`src/hw/tape_maint_defines.svh`:
```
// Offsets, field positions, reset values and bit numbers of the tape maintenance port.
// What this block does
// - In maintenance mode, transport inputs are blocked; channel inputs come from software.
// - First instruction copies accumulator bits 00-03 into the maintenance instruction register.
// - First instruction with accumulator bit 04 set clears the tape done flag.
// - First instruction with bit 05 set and done flag set requests a skip.
// - First instruction emits timing pulse zero on bit 06, three on bit 07.
// - First instruction drives bits 08-11 as simulated mark and data channel levels.
// - Second instruction gates each accumulator bit into its own control pulse.
// - Bits 00-03: preset, shift buffer, tape buffer to buffer, add into accumulator.
// - Bit 05 backward, bit 07 forward, bit 09 motion plus forward if stopped.
// - Bit 04 clear block, 06 unit 1, 08 write sync, 10 8-tape, 11 8-write.
// - Instruction register value 00-17 octal selects the register for readback or load.
// - Second-instruction functions on bits 04-11 exist only in the 8-mode control variant.
`ifndef TAPE_MAINT_DEFINES_SVH
`define TAPE_MAINT_DEFINES_SVH
`define ADDR_IOT_FIRST   5'h00
`define ADDR_IOT_SECOND  5'h04
`define ADDR_STATUS      5'h08
`define ADDR_CTRL        5'h0C
`define ADDR_IRQ_STAT    5'h10
`define ADDR_IRQ_MASK    5'h14
`define ADDR_XFER        5'h18
`define CTRL_MAINT_BIT   0
`define CTRL_RESET       1'h0
`define IRQ_DONE_BIT     0
`define IRQ_CTL_BIT      1
`define IRQ_TIMING_BIT   2
`define IRQ_WIDTH        3
`define AC_PRESET        0
`define AC_SHIFT_RWB     1
`define AC_TB_TO_RWB     2
`define AC_ADD_TAC       3
`define AC_CLR_BLOCK     4
`define AC_BACKWARD      5
`define AC_UNIT1         6
`define AC_FORWARD       7
`define AC_WRITE_SYNC    8
`define AC_MOTION        9
`define AC_EIGHT_TAPE    10
`define AC_EIGHT_WRITE   11
`define SEL_LOAD_TB      4'h0
`define SEL_LOAD_TBN     4'h1
`define SEL_LOAD_TAC     4'h2
`define SEL_LOAD_TMA     4'h3
`define SEL_READ_SETUP   4'h4
`define SEL_READ_TBN     4'h5
`define SEL_READ_TB      4'h6
`define SEL_READ_RWB     4'h7
`define SEL_READ_CTL     4'h9
`define SEL_READ_UNITS   4'hA
`define SEL_READ_TMA     4'hE
`endif

```
`src/hw/tape_maint_pkg.sv`:
```
// Types shared by the tape maintenance port modules.
package tape_maint_pkg;
   typedef enum logic {BUS_WAIT, BUS_ACK} bus_phase_e;
   typedef logic [11:0] word_t;
   typedef struct packed {
      bus_phase_e phase;
      logic [31:0] rdata;
      logic        maint;
      logic [3:0]  mir;
      logic        done;
      logic        skip;
      logic        last_skip;
      logic        tp0;
      logic        tp3;
      logic        preset;
      logic [3:0]  sim;
      logic [3:0]  chan;
      word_t       tb;
      word_t       tbn;
      word_t       tape_accumulator_register;
      word_t       tma;
      word_t       read_write_buffer;
      logic        motion;
      logic        backward;
      logic        unit1;
      logic        write_sync;
      logic        eight_block;
      logic        eight_tape;
      logic        eight_write;
      logic [2:0]  irq_stat;
      logic [2:0]  irq_mask;
      logic        irq;
      logic [4:0]  s1;
      logic [4:0]  s2;
      logic [4:0]  s3;
      logic [4:0]  filt;
   } state_s;
endpackage

```
`src/hw/maint_if.sv`:
```
// Carrier between the instruction decoder and the maintenance port core.
`timescale 1ns/1ps
interface maint_if;
   logic        iot_first;
   logic        iot_second;
   logic [11:0] ac;
   logic        load_mir;
   logic        clr_done;
   logic        skip_test;
   logic        tp0;
   logic        tp3;
   logic [3:0]  sim_val;
   logic [11:0] ctl_pulse;
   modport decoder (input iot_first, iot_second, ac,
                    output load_mir, clr_done, skip_test, tp0, tp3, sim_val, ctl_pulse);
   modport core (output iot_first, iot_second, ac,
                 input load_mir, clr_done, skip_test, tp0, tp3, sim_val, ctl_pulse);
endinterface

```
`src/hw/maint_decode.sv`:
```
// Decoder that turns the two maintenance instructions and the accumulator into pulses.
`timescale 1ns/1ps
module maint_decode #(
   parameter bit EIGHT_MODE = 1'b1
) (
   maint_if.decoder m
);
   // Accumulator bit 00 is the most significant bit of the word.
   function automatic logic acb(input logic [11:0] ac, input int n);
      acb = ac[11 - n];
   endfunction

   always_comb begin
      m.load_mir  = m.iot_first;
      m.clr_done  = m.iot_first & acb(m.ac, 4);
      m.skip_test = m.iot_first & acb(m.ac, 5);
      m.tp0       = m.iot_first & acb(m.ac, 6);
      m.tp3       = m.iot_first & acb(m.ac, 7);
      m.sim_val   = m.ac[3:0];
      for (int i = 0; i < 12; i++) begin
         // Only the 8-mode variant has the upper control functions.
         m.ctl_pulse[i] = m.iot_second & acb(m.ac, i) & ((i < 4) | EIGHT_MODE);
      end
   end
endmodule

```
`src/hw/tape_control_maintenance_port.sv`:
```
// Maintenance port of the tape control unit behind an Avalon-MM register slave.
//
// Added by the designer: the placing of the registers and the Avalon-MM slave port.
`timescale 1ns/1ps
`include "tape_maint_defines.svh"
module tape_control_maintenance_port
   import tape_maint_pkg::*;
#(
   parameter bit EIGHT_MODE = 1'b1
) (
   input  wire logic        clk_i,
   input  wire logic        rst_n_i,
   input  wire logic        ce_i,
   input  wire logic [4:0]  avs_address_i,
   input  wire logic        avs_read_i,
   input  wire logic        avs_write_i,
   input  wire logic [31:0] avs_writedata_i,
   input  wire logic [3:0]  avs_byteenable_i,
   output logic      [31:0] avs_readdata_o,
   output logic             avs_waitrequest_o,
   input  wire logic        xport_mark_i,
   input  wire logic [2:0]  xport_data_i,
   input  wire logic        xport_done_i,
   output logic             chan_mark_o,
   output logic      [2:0]  chan_data_o,
   output logic             timing_pulse_zero_o,
   output logic             timing_pulse_three_o,
   output logic             skip_o,
   output logic             tape_preset_o,
   output logic             motion_o,
   output logic             direction_o,
   output logic             unit1_sel_o,
   output logic             write_sync_o,
   output logic             eight_tape_o,
   output logic             eight_write_o,
   output logic             irq_o
);

   state_s st_reg;
   state_s st_next;
   maint_if m ();

   logic        req;
   logic        exec;
   logic        do_write;
   logic [31:0] wd;
   logic [11:0] ac;
   logic [4:0]  pins;
   logic        done_rise;
   logic [2:0]  events;
   logic [31:0] rd_value;

   maint_decode #(
      .EIGHT_MODE (EIGHT_MODE)
   ) u_decode (
      .m (m)
   );

   // Byte lanes not enabled write as zero into the 12-bit fields.
   function automatic logic [31:0] lane_mask(input logic [31:0] d, input logic [3:0] be);
      lane_mask = d & {{8{be[3]}}, {8{be[2]}}, {8{be[1]}}, {8{be[0]}}};
   endfunction

   // Zero-extends a 12-bit tape word into a bus word.
   function automatic logic [31:0] ext12(input logic [11:0] w);
      ext12 = {20'h00000, w};
   endfunction

   // Value placed on the tape bus for a readback, selected by the instruction register.
   function automatic logic [11:0] tape_bus(input state_s s);
      case (s.mir)
         `SEL_READ_SETUP: tape_bus = s.tma;
         `SEL_READ_TBN:   tape_bus = s.tbn;
         `SEL_READ_TB:    tape_bus = s.tb;
         `SEL_READ_RWB:   tape_bus = s.read_write_buffer;
         `SEL_READ_UNITS: tape_bus = {s.unit1, ~s.unit1, 6'h3F, s.motion, s.backward,
                                      1'b0, s.write_sync};
         // Only the all-ones test of the tape accumulator is shown in this view.
         `SEL_READ_CTL:   tape_bus = {(s.tape_accumulator_register == 12'hFFF), 11'h000};
         `SEL_READ_TMA:   tape_bus = s.tma;
         default:         tape_bus = 12'h000;
      endcase
   endfunction

   always_comb begin
      req       = avs_read_i | avs_write_i;
      // A request takes effect on the edge at which waitrequest is seen low.
      exec      = req & (st_reg.phase == BUS_ACK);
      do_write  = exec & avs_write_i;
      wd        = lane_mask(avs_writedata_i, avs_byteenable_i);
      ac        = wd[11:0];
      pins      = {xport_done_i, xport_mark_i, xport_data_i};

      m.iot_first  = do_write & (avs_address_i == `ADDR_IOT_FIRST);
      m.iot_second = do_write & (avs_address_i == `ADDR_IOT_SECOND);
      m.ac         = ac;

      case (avs_address_i)
         `ADDR_IOT_FIRST:  rd_value = {31'h00000000, st_reg.last_skip};
         `ADDR_IOT_SECOND: rd_value = 32'h00000000;
         `ADDR_STATUS:     rd_value = {9'h000, st_reg.eight_write, st_reg.eight_tape,
                                       st_reg.eight_block, st_reg.write_sync, st_reg.unit1,
                                       st_reg.backward, st_reg.motion, st_reg.chan,
                                       st_reg.sim, st_reg.done, 3'h0, st_reg.mir};
         `ADDR_CTRL:       rd_value = {31'h00000000, st_reg.maint};
         `ADDR_IRQ_STAT:   rd_value = {29'h00000000, st_reg.irq_stat};
         `ADDR_IRQ_MASK:   rd_value = {29'h00000000, st_reg.irq_mask};
         `ADDR_XFER:       rd_value = ext12(tape_bus(st_reg));
         default:          rd_value = 32'h00000000;
      endcase

      st_next = st_reg;

      // Bus handshake: one wait cycle, then one acknowledge cycle per request.
      if (st_reg.phase == BUS_WAIT) begin
         if (req) begin
            st_next.phase = BUS_ACK;
            st_next.rdata = avs_read_i ? rd_value : 32'h00000000;
         end
      end else begin
         st_next.phase = BUS_WAIT;
         st_next.rdata = 32'h00000000;
      end

      // Pin synchronisers; a change counts once the second and third stages agree.
      st_next.s1 = pins;
      st_next.s2 = st_reg.s1;
      st_next.s3 = st_reg.s2;
      for (int i = 0; i < 5; i++) begin
         if (st_reg.s2[i] == st_reg.s3[i]) begin
            st_next.filt[i] = st_reg.s3[i];
         end
      end
      // The transport done signal is ignored while the transport is inhibited.
      done_rise = st_reg.s3[4] & ~st_reg.filt[4] & (st_reg.s2[4] == st_reg.s3[4])
                  & ~st_reg.maint;

      // Channel levels seen by the control come from software in maintenance mode.
      if (st_reg.maint) begin
         st_next.chan = st_reg.sim;
      end else begin
         st_next.chan = st_reg.filt[3:0];
      end

      // Pulses last one cycle.
      st_next.skip   = 1'b0;
      st_next.tp0    = 1'b0;
      st_next.tp3    = 1'b0;
      st_next.preset = 1'b0;

      if (do_write & (avs_address_i == `ADDR_CTRL)) begin
         st_next.maint = wd[`CTRL_MAINT_BIT];
      end
      if (do_write & (avs_address_i == `ADDR_IRQ_MASK)) begin
         st_next.irq_mask = wd[`IRQ_WIDTH-1:0];
      end

      // First instruction: every selected action happens in this one cycle.
      if (m.load_mir) begin
         st_next.mir = ac[11:8];
         st_next.sim = m.sim_val;
         // The skip sees the flag before this instruction's own clear.
         st_next.skip      = m.skip_test & st_reg.done;
         st_next.last_skip = m.skip_test & st_reg.done;
         st_next.tp0       = m.tp0;
         st_next.tp3       = m.tp3;
      end
      // Timing pulse three strobes the channel data into the tape buffer.
      if (m.tp3) begin
         st_next.tb = {st_reg.tb[8:0], st_reg.chan[2:0]};
      end
      if (m.clr_done) begin
         st_next.done = 1'b0;
      end

      // Second instruction: each set bit is its own control pulse.
      if (m.ctl_pulse[`AC_PRESET]) begin
         st_next.preset      = 1'b1;
         st_next.motion      = 1'b0;
         st_next.backward    = 1'b0;
         st_next.write_sync  = 1'b0;
         st_next.eight_block = 1'b0;
         st_next.done        = 1'b0;
      end
      if (m.ctl_pulse[`AC_SHIFT_RWB]) begin
         st_next.read_write_buffer = {st_reg.read_write_buffer[8:0], st_reg.chan[2:0]};
      end
      if (m.ctl_pulse[`AC_TB_TO_RWB]) begin
         st_next.read_write_buffer = st_reg.tb;
      end
      if (m.ctl_pulse[`AC_ADD_TAC]) begin
         st_next.tape_accumulator_register = st_reg.tb + st_reg.tape_accumulator_register;
      end
      if (m.ctl_pulse[`AC_CLR_BLOCK]) begin
         st_next.eight_block = 1'b0;
      end
      if (m.ctl_pulse[`AC_BACKWARD]) begin
         st_next.backward = 1'b1;
      end
      if (m.ctl_pulse[`AC_UNIT1]) begin
         st_next.unit1 = 1'b1;
      end
      if (m.ctl_pulse[`AC_FORWARD]) begin
         st_next.backward = 1'b0;
      end
      if (m.ctl_pulse[`AC_WRITE_SYNC]) begin
         st_next.write_sync = 1'b1;
      end
      if (m.ctl_pulse[`AC_MOTION]) begin
         st_next.motion = 1'b1;
         if (!st_reg.motion) begin
            st_next.backward = 1'b0;
         end
      end
      if (m.ctl_pulse[`AC_EIGHT_TAPE]) begin
         st_next.eight_tape = 1'b1;
      end
      if (m.ctl_pulse[`AC_EIGHT_WRITE]) begin
         st_next.eight_write = ac[0];
      end

      // Loads through the transfer register, chosen by the instruction register.
      if (do_write & (avs_address_i == `ADDR_XFER)) begin
         case (st_reg.mir)
            `SEL_LOAD_TB:  st_next.tb  = ac;
            `SEL_LOAD_TBN: st_next.tbn = ac;
            `SEL_LOAD_TAC: st_next.tape_accumulator_register = ac;
            `SEL_LOAD_TMA: st_next.tma = ac;
            default:       st_next.tma = st_reg.tma;
         endcase
      end

      // A done event arriving with a software clear still leaves the flag set.
      if (done_rise) begin
         st_next.done = 1'b1;
      end

      // Interrupt status: write one to clear, but a new event in the same cycle wins.
      events = {m.tp0 | m.tp3, |m.ctl_pulse, done_rise};
      if (do_write & (avs_address_i == `ADDR_IRQ_STAT)) begin
         st_next.irq_stat = st_reg.irq_stat & ~wd[`IRQ_WIDTH-1:0];
      end
      st_next.irq_stat = st_next.irq_stat | events;
      st_next.irq      = |(st_next.irq_stat & st_next.irq_mask);
   end

   always_ff @(posedge clk_i or negedge rst_n_i) begin
      if (!rst_n_i) begin
         st_reg             <= '0;
         st_reg.phase       <= BUS_WAIT;
         st_reg.maint       <= `CTRL_RESET;
      end else if (ce_i) begin
         st_reg <= st_next;
      end
   end

   // Waitrequest stays high except during the single acknowledge cycle.
   assign avs_waitrequest_o    = (st_reg.phase == BUS_WAIT);
   assign avs_readdata_o       = st_reg.rdata;
   assign chan_mark_o          = st_reg.chan[3];
   assign chan_data_o          = st_reg.chan[2:0];
   assign timing_pulse_zero_o  = st_reg.tp0;
   assign timing_pulse_three_o = st_reg.tp3;
   assign skip_o               = st_reg.skip;
   assign tape_preset_o        = st_reg.preset;
   assign motion_o             = st_reg.motion;
   assign direction_o          = st_reg.backward;
   assign unit1_sel_o          = st_reg.unit1;
   assign write_sync_o         = st_reg.write_sync;
   assign eight_tape_o         = st_reg.eight_tape;
   assign eight_write_o        = st_reg.eight_write;
   assign irq_o                = st_reg.irq;

endmodule

```
`config.mk`:
```
export PLATFORM = sky130hd
export DESIGN_NAME = tape_control_maintenance_port
export DESIGN_NICKNAME = d
export VERILOG_FILES = /design/src/hw/tape_maint_pkg.sv /design/src/hw/maint_if.sv /design/src/hw/maint_decode.sv /design/src/hw/tape_control_maintenance_port.sv
export VERILOG_INCLUDE_DIRS = /design/src /design/src/hw
export SDC_FILE = /design/constraint.sdc
export NUM_CORES = 1
export LEC_CHECK = 0
export BUFFER_PORTS_ARGS = -buffer_cell sky130_fd_sc_hd__buf_2
export CAP_MARGIN = 5
export CORE_ASPECT_RATIO = 0.5
export CORE_MARGIN = 3
export CORE_UTILIZATION = 35
export CTS_CLUSTER_SIZE = 10
export DETAILED_ROUTE_END_ITERATION = 10
export SYNTH_ARGS = -nofsm -noshare
export SYNTH_HDL_FRONTEND = slang
export SYNTH_SLANG_ARGS = --single-unit
```
`constraint.sdc`:
```
create_clock -name clk_i -period 2.4 [get_ports clk_i]
set_input_delay 0.48 -clock clk_i [delete_from_list [all_inputs] [get_ports clk_i]]
set_output_delay 0.48 -clock clk_i [all_outputs]
set_load 0.01 [all_outputs]
```
Word level (Yosys, flattened, before mapping). Index checks and enable logic that the tools add are counted.

Input port bits: 51. Bits in registers: 146. Bits in latches: 0. Output and inout bits: 48. Bits in read-only memories: 0. Memories kept: 0. Bits in writable memories: 0.

Shifts and indexed selects: 0. Add/sub/neg operators: 1. Multiplexer cells: 30. Multiply operators: 0. Reduce and logical (&&, ||, !) cells: 29. Order comparisons: 0. Divide/modulo/power cells: 0. Bitwise operators: 39. Equality and inequality tests: 22.

Operators with widths (number): one-hot mux 23 bit (6 select lines) (1); 2-to-1 mux 12 bit (8); one-hot mux 12 bit (6 select lines) (1); 2-to-1 mux 33 bit (2); 2-to-1 mux 48 bit (1); 2-to-1 mux 32 bit (1); AND reduction 2 bit (16); AND 1 bit (28); equality test 4 x 3 -> 1 bit (second input constant) (4); equality test 5 bit (second input constant) (3); adder 12 bit (1); AND 12 bit (1); equality test 12 bit (second input constant) (1); equality test 4 bit (second input constant) (3); OR reduction 12 bit (1); equality test 5 x 4 -> 1 bit (second input constant) (2); nonzero test 2 bit (5); 2-to-1 mux 1 bit (9); equality test 4 x 2 -> 1 bit (second input constant) (2); 2-to-1 mux 4 bit (2); AND 3 bit (2); 2-to-1 mux 2 bit (3); 2-to-1 mux 3 bit (2); AND reduction 3 bit (2); 12 further kinds (20).

Logic depth before layout (Yosys ltp). Gate-level depths: netlist (run 1).

Word-level depth: 10. Gate-level depth with buffers: 9. Depth with buffers taken out: 8.

Cells and area by module. From an unflattened synthesis (run 1), not the netlist that was laid out.

Cells, all modules: 705. Area, all modules: 7060.5 sq um.

Modules (own cells, without submodules): tape_control_maintenance_port (times used 1, cells each 683, area each 6901.6 sq um); maint_decode (times used 1, cells each 22, area each 158.9 sq um).

Worst setup path before layout (run 1). OpenSTA, ideal clock, no wires.

Kind: input to register. Start point: input port avs_address_i[3]. End point: register st_reg[84] (netlist bit). Buffers on the path: 3. Setup time: 0.137 ns. Arrival time: 1.953 ns. Data required time: 2.263 ns. Cell stages on the path: 8. Path slack: 0.310 ns. Cell sequence: buf_6 > nand3b_4 > or4_4 > or3_1 > buf_6 > buf_2 > o22ai_1 > a21oi_1.

Longest elaborated chain between the ends: 6. Elaborated cells on any way between the ends: 8. Classes of those cells: eq/ne (1); mux (3); bitwise (3); reduce/logical (1).

Ends and longest elaborated chain: start, declared (line tape_control_maintenance_port.sv:14) `input wire logic [4:0] avs_address_i,`; logical NOT 5 bit (no line); AND 1 bit (line tape_control_maintenance_port.sv:94) `` m.iot_first = do_write & (avs_address_i == `ADDR_IOT_FIRST); ``; AND 1 bit (line maint_decode.sv:18) `m.tp3 = m.iot_first & acb(m.ac, 7);`; 2-to-1 mux 12 bit (line tape_control_maintenance_port.sv:169) `if (m.tp3) begin`; 2-to-1 mux 12 bit (line tape_control_maintenance_port.sv:224) `case (st_reg.mir)`; 2-to-1 mux 48 bit * (line tape_control_maintenance_port.sv:223) `` if (do_write & (avs_address_i == `ADDR_XFER)) begin ``; end signal, assigned (line tape_control_maintenance_port.sv:253) `st_reg <= st_next;`; end, declared (line tape_control_maintenance_port.sv:39) `state_s st_reg;`.

Every way passes the cells marked *; elsewhere a longest branch is shown, timed or not. A chain may end at the register's enable or synchronous reset.

Worst setup path in the final report (run 1).
Start point: register st_reg[58] (netlist bit). End point: register st_reg[64] (netlist bit).

Longest elaborated chain between the ends: 4.

Ends and longest elaborated chain: adder 12 bit * (line tape_control_maintenance_port.sv:192) `st_next.tape_accumulator_register = st_reg.tb + st_reg.tape_accumulator_register;`; 2-to-1 mux 12 bit * (line tape_control_maintenance_port.sv:191) `` if (m.ctl_pulse[`AC_ADD_TAC]) begin ``; 2-to-1 mux 12 bit (line tape_control_maintenance_port.sv:224); 2-to-1 mux 48 bit * (line tape_control_maintenance_port.sv:223).

Marked as above.

==> impl_metrics.yaml, run 1 <==
outcome:
  outcome: "finished, final reports clean"
die:
  coreArea_mm2: 0.0190
  initial_core_util_pct: 36.8
  io_pins: 99
  fp.dieW_um: 206
  die_area_mm2: 0.0218
  die_y_um: 106
  row_count: 35
setup_path:
  path_class: "flip-flop to flip-flop"
  path_buf_inv: 0
  endpoint_kind: "flip-flop"
  cp_max_fo: 3
  cp_slowest_stage_delay_ns: 0.46
  cp-start-kind: "flip-flop"
  crit_top_cell: "a21oi_1"
  critPathTopFamily: "compound AO/OA/AOI/OAI gates"
  cp.arrival_ns: 2.62
  crit_chain: "ha_1, fa_1, a211oi_2, o21bai_1, a21oi_1, xnor2_1, o22ai_1, a21oi_1"
  cp_slowest_cell: "fa_1"
  worst_ep_required_time_ns: 2.75
sta:
  skew_ns: 0.00922
  period_share_pct: 94.8
  drv_slew: 0
  final.setup.tns_ns: 0
  hold_viol_final: 0
  fmax_ghz: 0.440
  period_minus_slack_ns: 2.27
  slew_headroom_pct: 27.7
  finalSetupViolCount: 0
  worst_slew_pin_slew_ns: 1.08
clock_network:
  root_buffer: "clkbuf_16"
  cts_tree: "yes"
  htreeDepth: 4
  clk_pin_slew_ns: 0.07
  cts_max_path_buffers: 2
  clock_latency_ns: 0.42
  post-cts-setup-buffers: 0
  cts.sinks: 135
  numCtsBuffers: 17
yosys:
  synth-edff-count: 0
  synth_cell_type_count: 60
  synth_area_leader_cell: "dfrtp_1"
  synthTopCellsByArea: "dfrtp_1, o21ai_0, nand2_1, mux2_2, buf_4"
  synthTopCellsByCount: "dfrtp_1, nand2_1, o21ai_0"
  synth-main-ff-cell: "dfrtp_1"
  synth-seq-area-share_pct: 48.3
  synth-seq-cells: 135
  yosysMostFrequentCell: "dfrtp_1"
  syn_avg_cell_area_um2: 9.63
  synthDominantCellAreaShare_pct: 48.3
  syn_inst: 727
  ys_warn_count: 0
  synthArstFlopShare_pct: 100
  netlist_area_mm2: 0.00700
grt:
  antenna_found_initial: 0
  grt_overflow: 0
  grt_pass1_wl_mm: 32.1
  grt_pass1_vias: 5596
  track_usage_pct: 19.2
  grt_max_degree: 58
routing:
  post-route-drc-count: 0
  drt-initial-drc-count: 600
  first_pass_iters: 5
  via_count: 5802
  viasPerCell: 5.48
  ant_nets: 0
  drt_wl_total_mm: 20.7
  routedWlPerCell_um: 19.6
finish:
  fin_nets: 849
  multi_input_comb_area_mm2: 0.00316
  diodes: 0
  fillers: 1865
  largest_reg_flops: 88
  stdcell_area_mm2: 0.00824
  final_util_pct: 43.3
  ff_latch_area_mm2: 0.00338
  drive_gt1_share_pct: 21.9
  syn_to_final_growth_pct: 17.7
run:
  cap_violations: 0
placed_design:
  portBuffers: 66
  hpwl_mm: 15.2
  placed_area_mm2: 0.00761
  gp_congestion: 0.935
pwr:
  ir_drop_v: 0.000433
  p_leak_nw: 3.84
  p_total_mw: 6.06
  p_per_area_mw_per_mm2: 736
min_path:
  holdCritPathClass: "input pin to flip-flop"
-- power breakdown --
group / total [mW] / internal (mW) / switching, mW
Combinational: 0.696 / 0.286 / 0.410
Clock: 2.68 / 1.49 / 1.19
Sequential: 2.68 / 2.45 / 0.233
Total: 6.06 / 4.23 / 1.83
-- layout by cell type (no fill, tap or decap), drive strengths merged, types with 3 or more instances in the layout --
master	count
xor2	3
nand2b	8
nand2	82
o31ai	5
and3	3
a211oi	6
dfrtp	135
clkbuf	17
clkinv	5
a21boi	4
nand3	21
nor3b	3
and2	12
xnor2	5
a21o	9
mux2	25
a221o	5
mux2i	21
nand4	4
o21ai	77
inv	23
ha	11
buf	109
a21oi	39
or4	3
conb	10
nor4	3
a22oi	20
nor2	58
o22ai	19
a222oi	6
a22o	14
-- repair_timing --
item,in CTS,in global routing
hold buffers,1,0
endpoints found under the setup margin,0,4
resized for setup,0,2
hold endpoints to repair,4,0
-- per-stage QoR --
stage	worst slack [ns]	hold WS, ns	cells
global placement	0.0722	0.434	1025
floorplan	0.310	0.184	736
CTS	0.105	0.281	1058
finish	0.126	0.284	1058
global route	-0.0407	0.284	1058
detailed placement	0.122	0.438	1025
-- cell type report --
type | count | share of cell area [%]
Timing Repair Buffer | 110 | 8.58
Clock buffer | 17 | 5.17
Clock inverter | 15 | 2.22
Multi-Input combinational cell | 506 | 38.3
Inverter | 16 | 0.729
Sequential cell | 135 | 41.0
Tap cell | 259 | 3.93
-- final timing paths --
path	startpoint	end	slack, ns	cells past startpoint
worst max-delay path	st_reg[58]$_DFFE_PN0P_	st_reg[64]$_DFFE_PN0P_	0.13	8
max in group asynchronous	rst_n_i	st_reg[35]$_DFFE_PN0P_	1.20	3
worst max register to register	st_reg[58]$_DFFE_PN0P_	st_reg[64]$_DFFE_PN0P_	0.13	8
worst min register to register	st_reg[105]$_DFFE_PN0P_	st_reg[105]$_DFFE_PN0P_	0.48	2
min in group asynchronous	rst_n_i	st_reg[66]$_DFFE_PN0P_	0.53	2
worst min-delay path	xport_done_i	st_next[14]$_DFFE_PN0P_	0.28	2
-- kinds of logic after synthesis --
family	share of synthesized area, %
buffers and inverters	7.35
XOR/XNOR	1.00
AND/OR/NAND/NOR	13.7
AO/OA/AOI/OAI	20.3
other	0.0536
multiplexers	7.03
flip-flops	48.3
adder cells (fa/ha/maj)	2.25
-- layer usage --
metal | track usage (%) | routed length, um | vias to the layer above
li1 | - | - | 2700
met1 | 27.9 | 9840 | 2837
met2 | 28.7 | 8980 | 232
met3 | 4.71 | 1610 | 33
met4 | 4.89 | 310 | 0
met5 | 0 | 0 | -
Note: power is estimated with default switching activity, not from simulation.
==> run 2, diff against run 1 <==
==> constraint.sdc (replaced) <==
create_clock -name clk_i -period 2.5 [get_ports clk_i]
set_input_delay 0.5 -clock clk_i [delete_from_list [all_inputs] [get_ports clk_i]]
set_output_delay 0.5 -clock clk_i [all_outputs]
set_load 0.01 [all_outputs]
==> impl_metrics.yaml, run 2 (synthesis gave the netlist of run 1 again) <==
die:
  fp.dieW_um: 206
  die_area_mm2: 0.0218
  coreArea_mm2: 0.0190
  row_count: 35
  initial_core_util_pct: 36.8
  die_y_um: 106
  io_pins: 99
placed_design:
  dp_slack_ns: 0.189
  portBuffers: 66
  gp_congestion: 0.933
  placed_cells: 1027
  hpwl_mm: 15.3
finish:
  diodes: 0
  final_cell_mix: "dfrtp_1, nand2_1, o21ai_0"
  final_cells: 1059
  fin_nets: 850
  syn_to_final_growth_pct: 17.9
  layout_commonest_cell: "dfrtp_1"
  largest_reg_flops: 88
  drive_gt1_share_pct: 22.0
routing:
  met3_length_mm: 1.56
  drt_wl_total_mm: 20.7
  wl_met2_mm: 8.98
  ant_nets: 0
  drt-initial-drc-count: 732
  first_pass_iters: 5
  routedWlPerCell_um: 19.6
  wl_met1_mm: 9.78
  highest_layer: "met4"
  post-route-drc-count: 0
  viasPerCell: 5.48
  via_count: 5805
grt:
  grt_overflow: 0
  antenna_found_initial: 0
  track_usage_pct: 19.1
  grt_max_degree: 55
  grt_pass1_wl_mm: 31.7
  grt_pass1_vias: 5463
setup_path:
  path_class: "flip-flop to flip-flop"
  worst_ep_required_time_ns: 2.85
  endpoint_kind: "flip-flop"
  cp-start-kind: "flip-flop"
  cp.arrival_ns: 2.67
  cp_max_fo: 3
sta:
  fin_ws_ns: 0.180
  finalSetupViolCount: 0
  rsz0062_at_grt: "false"
  period_minus_slack_ns: 2.32
  hold_viol_final: 0
  fmax_ghz: 0.431
  final.setup.tns_ns: 0
  drv_slew: 0
  period_share_pct: 92.8
  slew_headroom_pct: 30.4
  skew_ns: 0.00846
  worst_slew_pin_slew_ns: 1.04
clock_network:
  root_buffer: "clkbuf_16"
  ctsResizeCount: 0
  cts.sinks: 135
  numCtsBuffers: 17
  htreeDepth: 4
  cts_max_path_buffers: 2
  cts_tree: "yes"
  postCtsHoldBufs: 0
  post-cts-setup-buffers: 0
  clk_pin_slew_ns: 0.06
  clock_latency_ns: 0.42
pwr:
  p_total_mw: 5.97
  ir_drop_v: 0.000410
  p_per_area_mw_per_mm2: 724
  p_leak_nw: 3.86
min_path:
  holdCritPathClass: "input pin to asynchronous set/reset pin"
outcome:
  outcome: "finished, final reports clean"
run:
  cap_violations: 0
[run 2: path summary, 6_finish.rpt]
path,start,endpoint,slack (ns),cells past startpoint
max,st_reg[58]$_DFFE_PN0P_,st_reg[64]$_DFFE_PN0P_,0.18,8
min,rst_n_i,st_reg[66]$_DFFE_PN0P_,0.01,1
max reg2reg,st_reg[58]$_DFFE_PN0P_,st_reg[64]$_DFFE_PN0P_,0.18,8
min reg2reg,st_reg[48]$_DFFE_PN0P_,st_reg[48]$_DFFE_PN0P_,0.49,2
max in group asynchronous,rst_n_i,st_reg[85]$_DFFE_PN0P_,1.83,2
min in group clk_i,xport_done_i,st_next[14]$_DFFE_PN0P_,0.30,2
[run 2: power breakdown]
part | internal [mW] | total [mW] | switching, mW
registers | 2.35 | 2.57 | 0.224
clock network | 1.62 | 2.73 | 1.11
logic | 0.271 | 0.665 | 0.394
total | 4.24 | 5.97 | 1.73
[run 2: area by class of cell]
| class | count | area [um^2] |
|---|---|---|
| Fill cell | 1804 | 10800 |
| Sequential cell | 135 | 3380 |
| Multi-Input combinational cell | 506 | 3150 |
| Timing Repair Buffer | 111 | 699 |
| Clock buffer | 17 | 425 |
| Tap cell | 259 | 324 |
| Clock inverter | 15 | 210 |
| Inverter | 16 | 60.1 |
[run 2: worst max-delay path: stages, from the launching register on]
cell and delay (ns):
dfrtp_1 0.40, ha_1 0.26, fa_1 0.44, a211oi_1 0.32, o21bai_1 0.12, a21oi_1 0.26, xnor2_1 0.16, o22ai_1 0.11
a21oi_1 0.17
[run 2: through the flow]
stage	util, %	hold slack [ns]	instance area [um^2]
6_report	43.4	0.0131	8250
5_1_grt	43.4	0.0526	8250
4_1_cts	43.4	0.0325	8250
3_5_place_dp	40.1	0.475	7610
3_3_place_gp	40.1	0.472	7610
2_1_floorplan	-	0.204	7030
[run 2: per-layer routing]
layer	up-vias	GRT usage, %
met5	-	0
met4	0	4.98
met1	2868	28.0
met3	29	4.50
li1	2696	-
met2	212	28.1
==> run 3, diff against run 2 <==
--- a/config.mk
+++ b/config.mk
@@ -13,6 +13,7 @@
 export CORE_UTILIZATION = 35
 export CTS_CLUSTER_SIZE = 10
 export DETAILED_ROUTE_END_ITERATION = 10
+export REMOVE_ABC_BUFFERS = 1
 export SYNTH_ARGS = -nofsm -noshare
 export SYNTH_HDL_FRONTEND = slang
 export SYNTH_SLANG_ARGS = --single-unit
==> impl_metrics.yaml, run 3 (synthesis gave the netlist of run 1 again) <==
grt:
  grt_max_degree: 77
  grt_overflow: 0
  grt_pass1_vias: 5587
  grt_pass1_wl_mm: 32.6
  track_usage_pct: 19.3
  antenna_found_initial: 0
finish:
  diodes: 0
  fin_nets: 847
  drive_gt1_share_pct: 21.8
  syn_to_final_growth_pct: 17.4
  largest_reg_flops: 88
  layout_commonest_cell: "dfrtp_1"
  final_cells: 1056
  stdcell_area_mm2: 0.00822
  final_cell_mix: "dfrtp_1, nand2_1, o21ai_0"
sta:
  skew_ns: 0.0113
  fmax_ghz: 0.440
  hold_viol_final: 0
  period_minus_slack_ns: 2.27
  drv_slew: 0
  finalSetupViolCount: 0
  rsz0062_at_grt: "false"
  slew_headroom_pct: 22.8
  period_share_pct: 91.0
  final.setup.tns_ns: 0
  worst_slew_pin_slew_ns: 1.16
clock_network:
  cts.sinks: 135
  cts_tree: "yes"
  htreeDepth: 4
  clk_pin_slew_ns: 0.07
  numCtsBuffers: 17
  post-cts-setup-buffers: 0
  clock_latency_ns: 0.42
  cts_max_path_buffers: 2
  root_buffer: "clkbuf_16"
outcome:
  outcome: "finished, final reports clean"
setup_path:
  cp_slowest_stage_delay_ns: 0.45
  cp.arrival_ns: 2.61
  cp_max_fo: 3
  ff2ff_path_depth: 8
  reg2reg_from: "st_reg[58]$_DFFE_PN0P_"
  crit_path_end: "st_reg[68]$_DFFE_PN0P_"
  critPathTopFamily: "compound AO/OA/AOI/OAI gates"
  startpoint: "st_reg[58]$_DFFE_PN0P_"
  endpoint_kind: "flip-flop"
  path_class: "flip-flop to flip-flop"
  crit_cells: 8
  ff2ff_setup_slack_ns: 0.23
  cp_slowest_cell: "fa_1"
  rr_endpoint: "st_reg[68]$_DFFE_PN0P_"
  worst_ep_required_time_ns: 2.84
  crit_chain: "ha_1, fa_1, a211oi_2, nor2_1, o31ai_2, a21boi_0, xnor2_1, o21ai_0"
  path_buf_inv: 0
  cp-start-kind: "flip-flop"
die:
  row_count: 35
  die_y_um: 106
  io_pins: 99
  initial_core_util_pct: 36.8
  die_area_mm2: 0.0218
  fp.dieW_um: 206
  coreArea_mm2: 0.0190
routing:
  ant_nets: 0
  routedWlPerCell_um: 19.3
  viasPerCell: 5.39
  drt_wl_total_mm: 20.4
  drt-initial-drc-count: 634
  post-route-drc-count: 0
  first_pass_iters: 4
  via_count: 5696
placed_design:
  hpwl_mm: 15.1
  placed_cells: 1023
  gp_congestion: 0.892
  portBuffers: 66
  placed_area_mm2: 0.00760
min_path:
  holdPathStages: 2
  holdCritPathClass: "input pin to flip-flop"
pwr:
  p_per_area_mw_per_mm2: 699
  p_leak_nw: 3.82
  ir_drop_v: 0.000463
run:
  cap_violations: 0
[run 3: how the worst min path moves through the flow]
stage | from | endpoint | slack, ns
2_1_floorplan | rst_n_i | avs_readdata_o[0]$_DFFE_PN0P_ | 0.20
3_3_place_gp | rst_n_i | unit1_sel_o$_DFFE_PN0P_ | 0.40
3_5_place_dp | rst_n_i | avs_readdata_o[18]$_DFFE_PN0P_ | 0.40
4_1_cts | xport_data_i[0] | st_next[10]$_DFFE_PN0P_ | 0.30
5_1_grt | xport_data_i[0] | st_next[10]$_DFFE_PN0P_ | 0.29
6_report | xport_mark_i | st_next[13]$_DFFE_PN0P_ | 0.30
[run 3: where the power goes]
part	total [mW]	leakage (nW)	switching, mW	internal [mW]
sequential	2.55	1.81	0.199	2.35
combinational	0.629	1.72	0.371	0.258
clock	2.57	0.286	1.05	1.52
total	5.75	3.82	1.62	4.13
[run 3: routing by layer]
layer  share of wire (%)  up-vias  GRT usage [%]  wire [um]
met2                  44      198           28.0       8890
met1                  48     2796           28.6       9740
li1                    -     2688              -          -
met4                0.60        0           3.68        123
met5                   0        -              0          0
met3                 8.1       14           5.69       1660
[run 3: per-stage QoR]
| stage | hold slack [ns] | setup WS (ns) | util (%) | total power, mW |
|---|---|---|---|---|
| global placement | 0.404 | 0.114 | 40.0 | 3.19 |
| detailed placement | 0.405 | 0.0912 | 40.0 | 3.22 |
| global route | 0.294 | 0.0373 | 43.2 | 5.99 |
| floorplan | 0.204 | 0.207 | - | 2.87 |
| finish | 0.304 | 0.226 | 43.2 | 5.75 |
| CTS | 0.296 | 0.0992 | 43.2 | 5.78 |
[run 3: layout make-up]
type | count | area [um^2]
well taps | 259 | 324
clock inverters | 14 | 160
clock buffers | 18 | 439
fillers | 1866 | 10800
flip-flops and latches | 135 | 3380
multi-input cells | 506 | 3160
inverters | 16 | 60.1
repair buffers | 108 | 692
[run 3: what timing repair did]
item,4_1_cts,5_1_grt
resized for setup,0,2
endpoints found under the setup margin,0,1
endpoints found under the hold margin,29,0
hold buffers,1,0
